## config.mk

```make
export PLATFORM = sky130hd
export DESIGN_NAME = lcdrv_dev_flat
export DESIGN_NICKNAME = d
export VERILOG_FILES = /design/src/core/lcdrv_pkg.sv /design/src/core/lcdrv_if.sv /design/src/core/lcdrv_dev.sv /design/src/flat_wrapper.sv
export SDC_FILE = /design/constraint.sdc
export NUM_CORES = 1
export LEC_CHECK = 0
export ABC_AREA = 0
export BUFFER_PORTS_ARGS = -buffer_cell sky130_fd_sc_hd__buf_2
export CAP_MARGIN = 30
export CORE_MARGIN = 3
export CORE_UTILIZATION = 55
export DETAILED_ROUTE_END_ITERATION = 8
export GPL_ROUTABILITY_DRIVEN = 0
export PLACE_DENSITY = 0.81
export SETUP_SLACK_MARGIN = 0.4
export SYNTH_ARGS = -nofsm -noshare
export SYNTH_HDL_FRONTEND = slang
export SYNTH_SLANG_ARGS = --single-unit
```

## constraint.sdc

```tcl
create_clock -name ref_clk -period 3.82 [get_ports ref_clk]
set_input_delay 0.764 -clock ref_clk [delete_from_list [all_inputs] [get_ports ref_clk]]
set_output_delay 0.764 -clock ref_clk [all_outputs]
set_load 0.005 [all_outputs]
```

## src/core/lcdrv_pkg.sv

```systemverilog
// Shared constants for the display driver reset, init and contrast logic
package lcdrv_pkg;
  localparam int VOL_W = 5;
  localparam logic [4:0] VOL_RST = 5'h00;
  localparam logic [4:0] VOL_MID_HI = 5'h10;
  localparam logic [4:0] VOL_MID_LO = 5'h0f;
  localparam int PWR_W = 3;
  localparam logic [2:0] PWR_RST = 3'h0;
  localparam int PWR_BOOST_BIT = 2;
  localparam int PWR_REG_BIT = 1;
  localparam int PWR_FOLLOW_BIT = 0;
  localparam logic [2:0] PWR_ALL_ON = 3'h7;
  localparam logic [2:0] PWR_REG_FOLLOW = 3'h3;
  localparam logic [5:0] START_LINE_RST = 6'h01;
  localparam logic [7:0] COL_RST = 8'h00;
  localparam logic [3:0] PAGE_RST = 4'h0;
  // Bias code 0 is the variant's default ratio: 1/6 on the small variant, 1/8 on the larger ones
  localparam logic BIAS_RST_SMALL = 1'b0;
  localparam logic BIAS_RST_LARGE = 1'b0;
  localparam int STAT_BUSY_BIT = 7;
  localparam int STAT_ORDER_BIT = 6;
  localparam int STAT_OFF_BIT = 5;
  localparam int STAT_RESET_BIT = 4;
  // Busy, display off and reset all set while sys_rst holds the driver
  localparam logic [7:0] STAT_RST = 8'hb0;
  localparam int SER_W = 8;
  localparam int SER_CNT_W = 3;
  // Reset busy time in ns and its cycle count at 250 MHz (4 ns)
  localparam int CLK_PERIOD_NS = 4;
  localparam int INIT_BUSY_NS = 40;
  localparam int INIT_BUSY_CYC = (INIT_BUSY_NS + CLK_PERIOD_NS - 1) / CLK_PERIOD_NS;
  localparam int BUSY_CNT_W = 4;
  // Host sequencing: power-up reset hold time and its cycle count
  localparam int HOST_RST_NS = 80;
  localparam int HOST_RST_CYC = (HOST_RST_NS + CLK_PERIOD_NS - 1) / CLK_PERIOD_NS;
  localparam int HOST_CNT_W = 6;
  // Command codes carried on the link
  localparam logic [3:0] CMD_NOP = 4'h0;
  localparam logic [3:0] CMD_DISP = 4'h1;
  localparam logic [3:0] CMD_INVERT = 4'h2;
  localparam logic [3:0] CMD_ORDER = 4'h3;
  localparam logic [3:0] CMD_RMW_ON = 4'h4;
  localparam logic [3:0] CMD_RMW_OFF = 4'h5;
  localparam logic [3:0] CMD_POWER = 4'h6;
  localparam logic [3:0] CMD_BIAS = 4'h7;
  localparam logic [3:0] CMD_STATIC = 4'h8;
  localparam logic [3:0] CMD_START = 4'h9;
  localparam logic [3:0] CMD_COL = 4'ha;
  localparam logic [3:0] CMD_PAGE = 4'hb;
  localparam logic [3:0] CMD_OUTSTAT = 4'hc;
  localparam logic [3:0] CMD_VOLUME = 4'hd;
  localparam logic [3:0] CMD_TEST = 4'he;
  localparam logic [3:0] CMD_SOFT_RST = 4'hf;
endpackage : lcdrv_pkg

```

## src/core/lcdrv_if.sv

```systemverilog
// Link between host controller and display driver: reset pin, command strobe, serial input, status
`timescale 1ns/10ps
interface lcdrv_if;
  logic init_pin_n;
  logic cmd_valid;
  logic [3:0] cmd_code;
  logic [7:0] cmd_data;
  logic ser_clk;
  logic ser_data;
  logic [7:0] status;
  modport dev (
    input init_pin_n,
    input cmd_valid,
    input cmd_code,
    input cmd_data,
    input ser_clk,
    input ser_data,
    output status
  );
  modport host (
    output init_pin_n,
    output cmd_valid,
    output cmd_code,
    output cmd_data,
    output ser_clk,
    output ser_data,
    input status
  );
endinterface : lcdrv_if

```

## src/core/lcdrv_dev.sv

```systemverilog
// Display driver end: pin and command reset, power control and contrast volume registers
`timescale 1ns/10ps
// Contract
// - Five-bit volume register, set by its command.
// - Host enables regulator and follower before volume.
// - Host preloads mid-scale volume before tuning.
// - Unused volume is kept at zero.
// - Host enters standby before powering off.
// - Pin reset: display off, normal, order low, no RMW.
// - Pin reset clears power control to 000.
// - Pin reset clears serial input register.
// - Reset sets default bias ratio per variant.
// - Reset: static indicator off, start line 1.
// - Reset: column counter 0, page 0.
// - Reset: output status D3, volume zero, test off.
// - Soft reset applies only items 10 to 12.
// - Pin reset spares oscillator and timing outputs.
// - Host holds reset during external supply power-on.
// - Host always pin-resets at power-up.
// - Power bits: D2 booster, D1 regulator, D0 follower.
// - During reset, status shows reset and busy.
module lcdrv_dev #(
  parameter bit LARGE_VARIANT = 1'b0
) (
  input wire logic ref_clk,
  input wire logic sys_rst,
  lcdrv_if.dev link,
  output logic display_on,
  output logic invert,
  output logic order_rev,
  output logic rmw_on,
  output logic booster_en,
  output logic regulator_en,
  output logic follower_en,
  output logic bias_sel,
  output logic static_on,
  output logic [5:0] start_line,
  output logic [7:0] column,
  output logic [3:0] page,
  output logic out_stat_d3,
  output logic [4:0] volume,
  output logic test_on,
  output logic [7:0] ser_word,
  output logic ser_word_valid,
  output logic frame_alternation,
  output logic display_clock_out,
  output logic common_start_pulse
);
  typedef enum logic [1:0] {
    LCDRV_ST_IDLE = 2'b00,
    LCDRV_ST_PIN = 2'b01,
    LCDRV_ST_BUSY = 2'b10
  } lcdrv_state_t;

  function automatic logic sync_stable(input logic a, input logic b);
    sync_stable = (a == b);
  endfunction : sync_stable

  // Three-stage synchronisers for the pin inputs; stage 1 only feeds stage 2
  logic [2:0] rst_sync_r;
  logic [2:0] sclk_sync_r;
  logic [2:0] sdat_sync_r;
  logic rst_lvl_r;
  logic sclk_lvl_r;
  logic sclk_prev_r;
  always_ff @(posedge ref_clk) begin
    if (sys_rst) begin
      // Starts as pin asserted, matching rst_lvl_r, so no false release follows sys_rst
      rst_sync_r <= 3'h7;
      sclk_sync_r <= 3'h0;
      sdat_sync_r <= 3'h0;
    end else begin
      rst_sync_r <= {rst_sync_r[1:0], ~link.init_pin_n};
      sclk_sync_r <= {sclk_sync_r[1:0], link.ser_clk};
      sdat_sync_r <= {sdat_sync_r[1:0], link.ser_data};
    end
  end

  always_ff @(posedge ref_clk) begin
    if (sys_rst) begin
      rst_lvl_r <= 1'b1;
      sclk_lvl_r <= 1'b0;
      sclk_prev_r <= 1'b0;
    end else begin
      if (sync_stable(rst_sync_r[1], rst_sync_r[2])) begin
        rst_lvl_r <= rst_sync_r[2];
      end
      if (sync_stable(sclk_sync_r[1], sclk_sync_r[2])) begin
        sclk_lvl_r <= sclk_sync_r[2];
      end
      sclk_prev_r <= sclk_lvl_r;
    end
  end

  // The pin is sampled rather than acted on asynchronously so that a glitch cannot tear registers;
  // the registers other than the timing outputs are held at their reset values for every cycle the filtered level rst_lvl_r stays high.
  wire pin_rst = sys_rst | rst_lvl_r;
  wire sclk_rise = sclk_lvl_r & ~sclk_prev_r;

  lcdrv_state_t state_r;
  logic [lcdrv_pkg::BUSY_CNT_W-1:0] busy_cnt_r;
  wire cmd_take = link.cmd_valid & (state_r == LCDRV_ST_IDLE);
  wire soft_rst = cmd_take & (link.cmd_code == lcdrv_pkg::CMD_SOFT_RST);

  always_ff @(posedge ref_clk) begin
    if (pin_rst) begin
      state_r <= LCDRV_ST_PIN;
      busy_cnt_r <= '0;
    end else begin
      case (state_r)
        LCDRV_ST_IDLE: begin
          if (soft_rst) begin
            state_r <= LCDRV_ST_BUSY;
            busy_cnt_r <= '0;
          end
        end
        LCDRV_ST_PIN, LCDRV_ST_BUSY: begin
          if (busy_cnt_r == lcdrv_pkg::BUSY_CNT_W'(lcdrv_pkg::INIT_BUSY_CYC - 1)) begin
            state_r <= LCDRV_ST_IDLE;
            busy_cnt_r <= '0;
          end else begin
            busy_cnt_r <= busy_cnt_r + 1'b1;
          end
        end
        default: state_r <= LCDRV_ST_PIN;
      endcase
    end
  end

  wire wr_ok = cmd_take & ~soft_rst;
  function automatic logic is_cmd(input logic [3:0] code, input logic [3:0] want);
    is_cmd = (code == want);
  endfunction : is_cmd

  // Items cleared only by the pin
  always_ff @(posedge ref_clk) begin
    if (pin_rst) begin
      display_on <= 1'b0;
      invert <= 1'b0;
      order_rev <= 1'b0;
      rmw_on <= 1'b0;
      bias_sel <= LARGE_VARIANT ? lcdrv_pkg::BIAS_RST_LARGE : lcdrv_pkg::BIAS_RST_SMALL;
    end else if (wr_ok) begin
      if (is_cmd(link.cmd_code, lcdrv_pkg::CMD_DISP)) display_on <= link.cmd_data[0];
      if (is_cmd(link.cmd_code, lcdrv_pkg::CMD_INVERT)) invert <= link.cmd_data[0];
      if (is_cmd(link.cmd_code, lcdrv_pkg::CMD_ORDER)) order_rev <= link.cmd_data[0];
      if (is_cmd(link.cmd_code, lcdrv_pkg::CMD_RMW_ON)) rmw_on <= 1'b1;
      if (is_cmd(link.cmd_code, lcdrv_pkg::CMD_RMW_OFF)) rmw_on <= 1'b0;
      if (is_cmd(link.cmd_code, lcdrv_pkg::CMD_BIAS)) bias_sel <= link.cmd_data[0];
    end
  end

  always_ff @(posedge ref_clk) begin
    if (pin_rst) begin
      {booster_en, regulator_en, follower_en} <= lcdrv_pkg::PWR_RST;
    end else if (wr_ok && is_cmd(link.cmd_code, lcdrv_pkg::CMD_POWER)) begin
      booster_en <= link.cmd_data[lcdrv_pkg::PWR_BOOST_BIT];
      regulator_en <= link.cmd_data[lcdrv_pkg::PWR_REG_BIT];
      follower_en <= link.cmd_data[lcdrv_pkg::PWR_FOLLOW_BIT];
    end
  end

  // Items shared by pin reset and the reset command
  wire any_rst = pin_rst | soft_rst;
  always_ff @(posedge ref_clk) begin
    if (any_rst) begin
      static_on <= 1'b0;
      start_line <= lcdrv_pkg::START_LINE_RST;
      column <= lcdrv_pkg::COL_RST;
      page <= lcdrv_pkg::PAGE_RST;
      out_stat_d3 <= 1'b0;
      volume <= lcdrv_pkg::VOL_RST;
      test_on <= 1'b0;
    end else if (wr_ok) begin
      if (is_cmd(link.cmd_code, lcdrv_pkg::CMD_STATIC)) static_on <= link.cmd_data[0];
      if (is_cmd(link.cmd_code, lcdrv_pkg::CMD_START)) start_line <= link.cmd_data[5:0];
      if (is_cmd(link.cmd_code, lcdrv_pkg::CMD_COL)) column <= link.cmd_data;
      if (is_cmd(link.cmd_code, lcdrv_pkg::CMD_PAGE)) page <= link.cmd_data[3:0];
      if (is_cmd(link.cmd_code, lcdrv_pkg::CMD_OUTSTAT)) out_stat_d3 <= link.cmd_data[3];
      if (is_cmd(link.cmd_code, lcdrv_pkg::CMD_VOLUME)) volume <= link.cmd_data[4:0];
      if (is_cmd(link.cmd_code, lcdrv_pkg::CMD_TEST)) test_on <= link.cmd_data[0];
    end
  end

  // Serial input shift register; a partial byte is dropped by the pin
  logic [lcdrv_pkg::SER_CNT_W-1:0] ser_cnt_r;
  logic [lcdrv_pkg::SER_W-1:0] ser_sh_r;
  always_ff @(posedge ref_clk) begin
    if (pin_rst) begin
      ser_cnt_r <= '0;
      ser_sh_r <= '0;
      ser_word <= '0;
      ser_word_valid <= 1'b0;
    end else begin
      ser_word_valid <= 1'b0;
      if (sclk_rise) begin
        ser_sh_r <= {ser_sh_r[6:0], sdat_sync_r[2]};
        ser_cnt_r <= ser_cnt_r + 1'b1;
        if (ser_cnt_r == 3'h7) begin
          ser_word <= {ser_sh_r[6:0], sdat_sync_r[2]};
          ser_word_valid <= 1'b1;
        end
      end
    end
  end

  // Status byte, registered
  wire in_reset = (state_r != LCDRV_ST_IDLE);
  always_ff @(posedge ref_clk) begin
    if (sys_rst) begin
      link.status <= lcdrv_pkg::STAT_RST;
    end else begin
      link.status <= {in_reset, order_rev, ~display_on, in_reset, 4'h0};
    end
  end

  // Timing outputs run from sys_rst only, never from the pin reset
  logic [3:0] tdiv_r;
  always_ff @(posedge ref_clk) begin
    if (sys_rst) begin
      tdiv_r <= 4'h0;
      display_clock_out <= 1'b0;
      frame_alternation <= 1'b0;
      common_start_pulse <= 1'b0;
    end else begin
      tdiv_r <= tdiv_r + 1'b1;
      display_clock_out <= tdiv_r[1];
      if (tdiv_r == 4'hf) frame_alternation <= ~frame_alternation;
      common_start_pulse <= (tdiv_r == 4'hf);
    end
  end
endmodule : lcdrv_dev

```

## src/flat_wrapper.sv

```systemverilog
// flat-port wrapper written by rule: the top's interface ports become plain ports
module lcdrv_dev_flat 
#(
  parameter bit LARGE_VARIANT = 1'b0
)
  (ref_clk, sys_rst, display_on, invert, order_rev, rmw_on, booster_en, regulator_en, follower_en, bias_sel, static_on, start_line, column, page, out_stat_d3, volume, test_on, ser_word, ser_word_valid, frame_alternation, display_clock_out, common_start_pulse, link_init_pin_n, link_cmd_valid, link_cmd_code, link_cmd_data, link_ser_clk, link_ser_data, link_status);
  lcdrv_if link_i ();
  input wire logic ref_clk;
  input wire logic sys_rst;
  output logic display_on;
  output logic invert;
  output logic order_rev;
  output logic rmw_on;
  output logic booster_en;
  output logic regulator_en;
  output logic follower_en;
  output logic bias_sel;
  output logic static_on;
  output logic [5:0] start_line;
  output logic [7:0] column;
  output logic [3:0] page;
  output logic out_stat_d3;
  output logic [4:0] volume;
  output logic test_on;
  output logic [7:0] ser_word;
  output logic ser_word_valid;
  output logic frame_alternation;
  output logic display_clock_out;
  output logic common_start_pulse;
  input wire logic [$bits(link_i.init_pin_n)-1:0] link_init_pin_n;
  input wire logic [$bits(link_i.cmd_valid)-1:0] link_cmd_valid;
  input wire logic [$bits(link_i.cmd_code)-1:0] link_cmd_code;
  input wire logic [$bits(link_i.cmd_data)-1:0] link_cmd_data;
  input wire logic [$bits(link_i.ser_clk)-1:0] link_ser_clk;
  input wire logic [$bits(link_i.ser_data)-1:0] link_ser_data;
  output wire logic [$bits(link_i.status)-1:0] link_status;
  assign link_i.init_pin_n = link_init_pin_n;
  assign link_i.cmd_valid = link_cmd_valid;
  assign link_i.cmd_code = link_cmd_code;
  assign link_i.cmd_data = link_cmd_data;
  assign link_i.ser_clk = link_ser_clk;
  assign link_i.ser_data = link_ser_data;
  assign link_status = link_i.status;
  lcdrv_dev #(.LARGE_VARIANT(LARGE_VARIANT)) u_core (.ref_clk(ref_clk), .sys_rst(sys_rst), .link(link_i), .display_on(display_on), .invert(invert), .order_rev(order_rev), .rmw_on(rmw_on), .booster_en(booster_en), .regulator_en(regulator_en), .follower_en(follower_en), .bias_sel(bias_sel), .static_on(static_on), .start_line(start_line), .column(column), .page(page), .out_stat_d3(out_stat_d3), .volume(volume), .test_on(test_on), .ser_word(ser_word), .ser_word_valid(ser_word_valid), .frame_alternation(frame_alternation), .display_clock_out(display_clock_out), .common_start_pulse(common_start_pulse));
endmodule
```

==> impl_summary.txt <==
----------------------------------------------------
[STA]
  Slew at the pin with the worst max-slew slack ... 0.594 ns
  Final-report max-slew violation count ... 0
  Max_slew headroom ... 0.604
  Setup skew after layout ... 0.00369 ns
  Setup tns final ... 0 ns
  Setup repair after global routing missed its margin ... no
  Fin crit share ... 0.515
  Min Tclk post-route ... slightly below 2 ns
  Final hold violation count ... 0
  Setup violators final ... 0
  Achievable frequency ... 509 MHz

[Synth]
  Sequential share of the synthesized area ... 0.522
  Number of synthesized register bits ... 81
  Most used flip-flop cell after synthesis ... dfxtp_1
  Yosys warns ... 0
  Cell accounting for the most synthesized area ... dfxtp_1
  Yosys cell types ... 39
  Average size of a mapped cell ... 9.42 sq um
  Number of enable flip-flop cells after synthesis ... 0
  Top cell type's share of synthesized area ... 0.522
  Gate count of the mapped netlist ... 330
  Leading post-synthesis cells by cell area ... dfxtp_1 (52%), mux2i_1 (9.3%), nor2_1 (4.8%)
  Summed instance area of the synthesized netlist ... 3110 sq um
  FFs w/ async S/R, synth ... 0

[Flow run]
  Max-cap violation count ... 0

[Floorplan]
  Placement row count ... 26
  Starting utilization of the core area ... 0.590
  Overall die height ... 81.2 um
  Die Outline Area ... 6590 sq um
  Horizontal die dimension ... around 81 um
  Count of pins on the block boundary ... between 70 and 80
  Core region area ... 5270 sq um

[Power]
  Portion of total power attributed to the clock network ... 0.429
  Power per standard cell area ... 429 nW/um^2
  LEAKAGE ... 0.00149 uW
  Register share of total power ... 0.546
  Net switching power figure ... approximately 330 uW
  Net switching share of the total power ... 0.208
  Combinational Power Share ... 0.024
  Worst-case vdd ir drop ... 0.341 mV
  Internal power summed over all cells ... 1240 uW
  Total power ... around 1600 uW

[Worst hold path]
  Class of the tightest hold or removal check ... reg -> reg
  Number of instances on the worst hold path ... 1
  Hold Path Sink ... u_core.rst_sync_r[1]$_SDFF_PP1_
  Worst hold path startpoint ... u_core.rst_sync_r[0]$_SDFF_PP1_

[Clock network]
  Clock tree from TritonCTS ... done
  Clock-pin slew on the worst setup and hold paths ... 0.08 ns
  Htree depth ... 3
  Number of sinks driven by the clock tree ... 81
  Clock root buffer ... clkbuf_8
  Total setup buffers inserted after CTS ... 0
  Number of resized instances in the post-cts repair step ... 0
  Number of buffers between clock root and the deepest sink ... 2
  Cts bufs inserted ... 9
  Clock Latency Late Sink ... 0.34 ns
  Number of buffers added to fix hold violations after cts ... 0

[Detailed routing]
  Total routed wirelength ... 6250 um
  DRC viols ... 0
  Mean routed wirelength per cell ... 13.4 um
  Post-detailed-route count of antenna-violating nets ... 0
  Number of DRC markers in iteration 0 ... 134
  Detailed-router iteration count before antenna repair ... 4
  Routed vias ... 2389
  DR vias/cell ... 5.14

[Cells and area]
  Final cell area excluding filler cells ... between 3000 and 4000 sq um
  Share of layout cells above drive strength 1 ... 0.223
  Final #Nets ... 416
  Syn-to-layout area delta ... 17.3%
  # diodes ... 0

[Global route]
  GRT overflow ... 0
  Largest net degree at the start of global routing ... 34
  Wire length of the first global-routing pass ... 10300 um
  Vias in the first global route ... 2321
  Number of antenna violations at the first check in global routing ... 0
  Overall Global Routing Usage ... 0.205

[Worst setup path]
  Critical path class ... reg -> reg
  Source of the worst register-to-register timing path ... u_core.state_r[0]$_SDFFE_PP1P_
  Crit end category ... flip-flop
  Worst path required time ... roughly 4.1 ns
  End of the worst register-to-register path ... u_core.start_line[2]$_SDFFE_PP0P_
  CP Data Arrival Time ... between 2 and 2.5 ns
  Register-to-register path setup slack ... 1.85 ns
  Sort of element at the start of the critical path ... flip-flop
  Maximum fanout along the worst path ... 10
  Worst r2r path cells ... 6

[Placement]
  Port Buf Inserts ... 67
  Dpl cell area ... between 3000 and 4000 sq um
  HPWL after detailed placement ... around 4400 um

[Status]
  Result of the run ... completed

----------------------------------------------------
registers in the layout (all words and copies together) (netlist names), 4 cells and up:
register           cells
u_core.column          8
u_core.ser_word        8
u_core.ser_sh_r        7
u_core.start_line      6
u_core.volume          5
u_core.busy_cnt_r      4
u_core.page            4
u_core.tdiv_r          4
cells by family after synthesis:
| kind of cell | after synthesis | share of synthesized area |
|---|---|---|
| DFF | 81 | 0.522 |
| muxes | 29 | 0.0934 |
| and+or+nand+nor | 134 | 0.211 |
| other | 1 | 0.00121 |
| adders and majority gates | 8 | 0.0322 |
| AOI/OAI and AO/OA | 44 | 0.0809 |
| xor gates and xnor gates | 5 | 0.0141 |
| buffers and inverters | 28 | 0.0455 |
layer usage:
layer	up-vias	GRT usage	part of all wire
li1	1216	-	-
met1	1104	0.241	0.43
met2	62	0.334	0.48
met3	7	0.0543	0.067
met4	0	0.120	0.015
met5	-	0	0
critical path, cell delays in order (launching register included):
cell     delay [ns]
dfxtp_1        0.32
inv_1          0.10
ha_1           0.39
nand4_2        0.22
or3_1          0.54
mux2i_1        0.24
nor2_1         0.05
power groups by stage:
stage	Combinational [uW]	Sequential [uW]	Clock, uW
after floorplan	23.6	873	0
after global placement	36.7	874	0
after detailed placement	37.9	874	0
after CTS	38.3	854	680
after global routing	43.1	855	706
final	38.2	854	671
how the worst max path moves through the flow:
| stage | startpoint | to | slack, ns |
|---|---|---|---|
| after floorplan | link_cmd_code[2] | u_core.page[0]$_SDFFE_PP0P_ | 2.02 |
| after global placement | sys_rst | u_core.state_r[1]$_SDFFE_PP0P_ | 1.76 |
| after detailed placement | sys_rst | u_core.state_r[1]$_SDFFE_PP0P_ | 1.72 |
| after CTS | u_core.state_r[1]$_SDFFE_PP0P_ | u_core.start_line[2]$_SDFFE_PP0P_ | 1.87 |
| after global routing | u_core.state_r[1]$_SDFFE_PP0P_ | u_core.start_line[2]$_SDFFE_PP0P_ | 1.74 |
| final | u_core.state_r[0]$_SDFFE_PP1P_ | u_core.start_line[2]$_SDFFE_PP0P_ | 1.85 |
per-stage QoR:
step | util | setup slack, ns | std cells | hold WS (ns)
final | 0.692 | 1.85 | 465 | 0.423
after global routing | 0.692 | 1.74 | 465 | 0.439
after CTS | 0.692 | 1.87 | 465 | 0.426
after detailed placement | 0.652 | 1.72 | 449 | 0.407
after global placement | 0.652 | 1.76 | 449 | 0.393
after floorplan | - | 2.02 | 333 | 0.389
placed cells by master (no fill, tap or decap), types with 2 or more instances in the layout:
cell type,n
a21oi_1,29
and2b_1,2
buf_2,67
buf_4,2
bufinv_16,2
clkbuf_1,3
clkbuf_8,9
conb_1,4
dfxtp_1,81
ha_1,8
inv_1,5
mux2i_1,29
nand2_1,37
nand2b_1,6
nand3_1,13
nand3b_1,3
nand4_1,3
nand4b_1,2
nor2_1,40
nor2b_1,14
nor3_1,3
o21ai_0,6
o21ai_1,2
or2_2,3
or3_1,3
xnor2_1,2
xor2_1,3
cells in the mapped netlist, drive strengths merged (2+ instances only):
master / number
a21oi: 29
and2b: 2
buf: 15
clkbuf: 8
dfxtp: 81
ha: 8
inv: 5
mux2i: 29
nand2: 37
nand2b: 6
nand3: 13
nand3b: 3
nand4: 4
nand4b: 2
nor2: 41
nor2b: 14
nor3: 3
o21ai: 8
or2: 3
or3: 3
xnor2: 2
xor2: 3
area by class of cell:
| cell class | instances | area [sq um] |
|---|---|---|
| timing repair buffer | 69 | 350 |
| clock inverter | 4 | 76.3 |
| tap | 70 | 87.6 |
| fill | 443 | 1620 |
| inverter | 5 | 18.8 |
| sequential | 81 | 1620 |
| multi-input combinational | 224 | 1360 |
| clock buffer | 12 | 135 |
No activity file was read; power rests on OpenSTA's default activity.
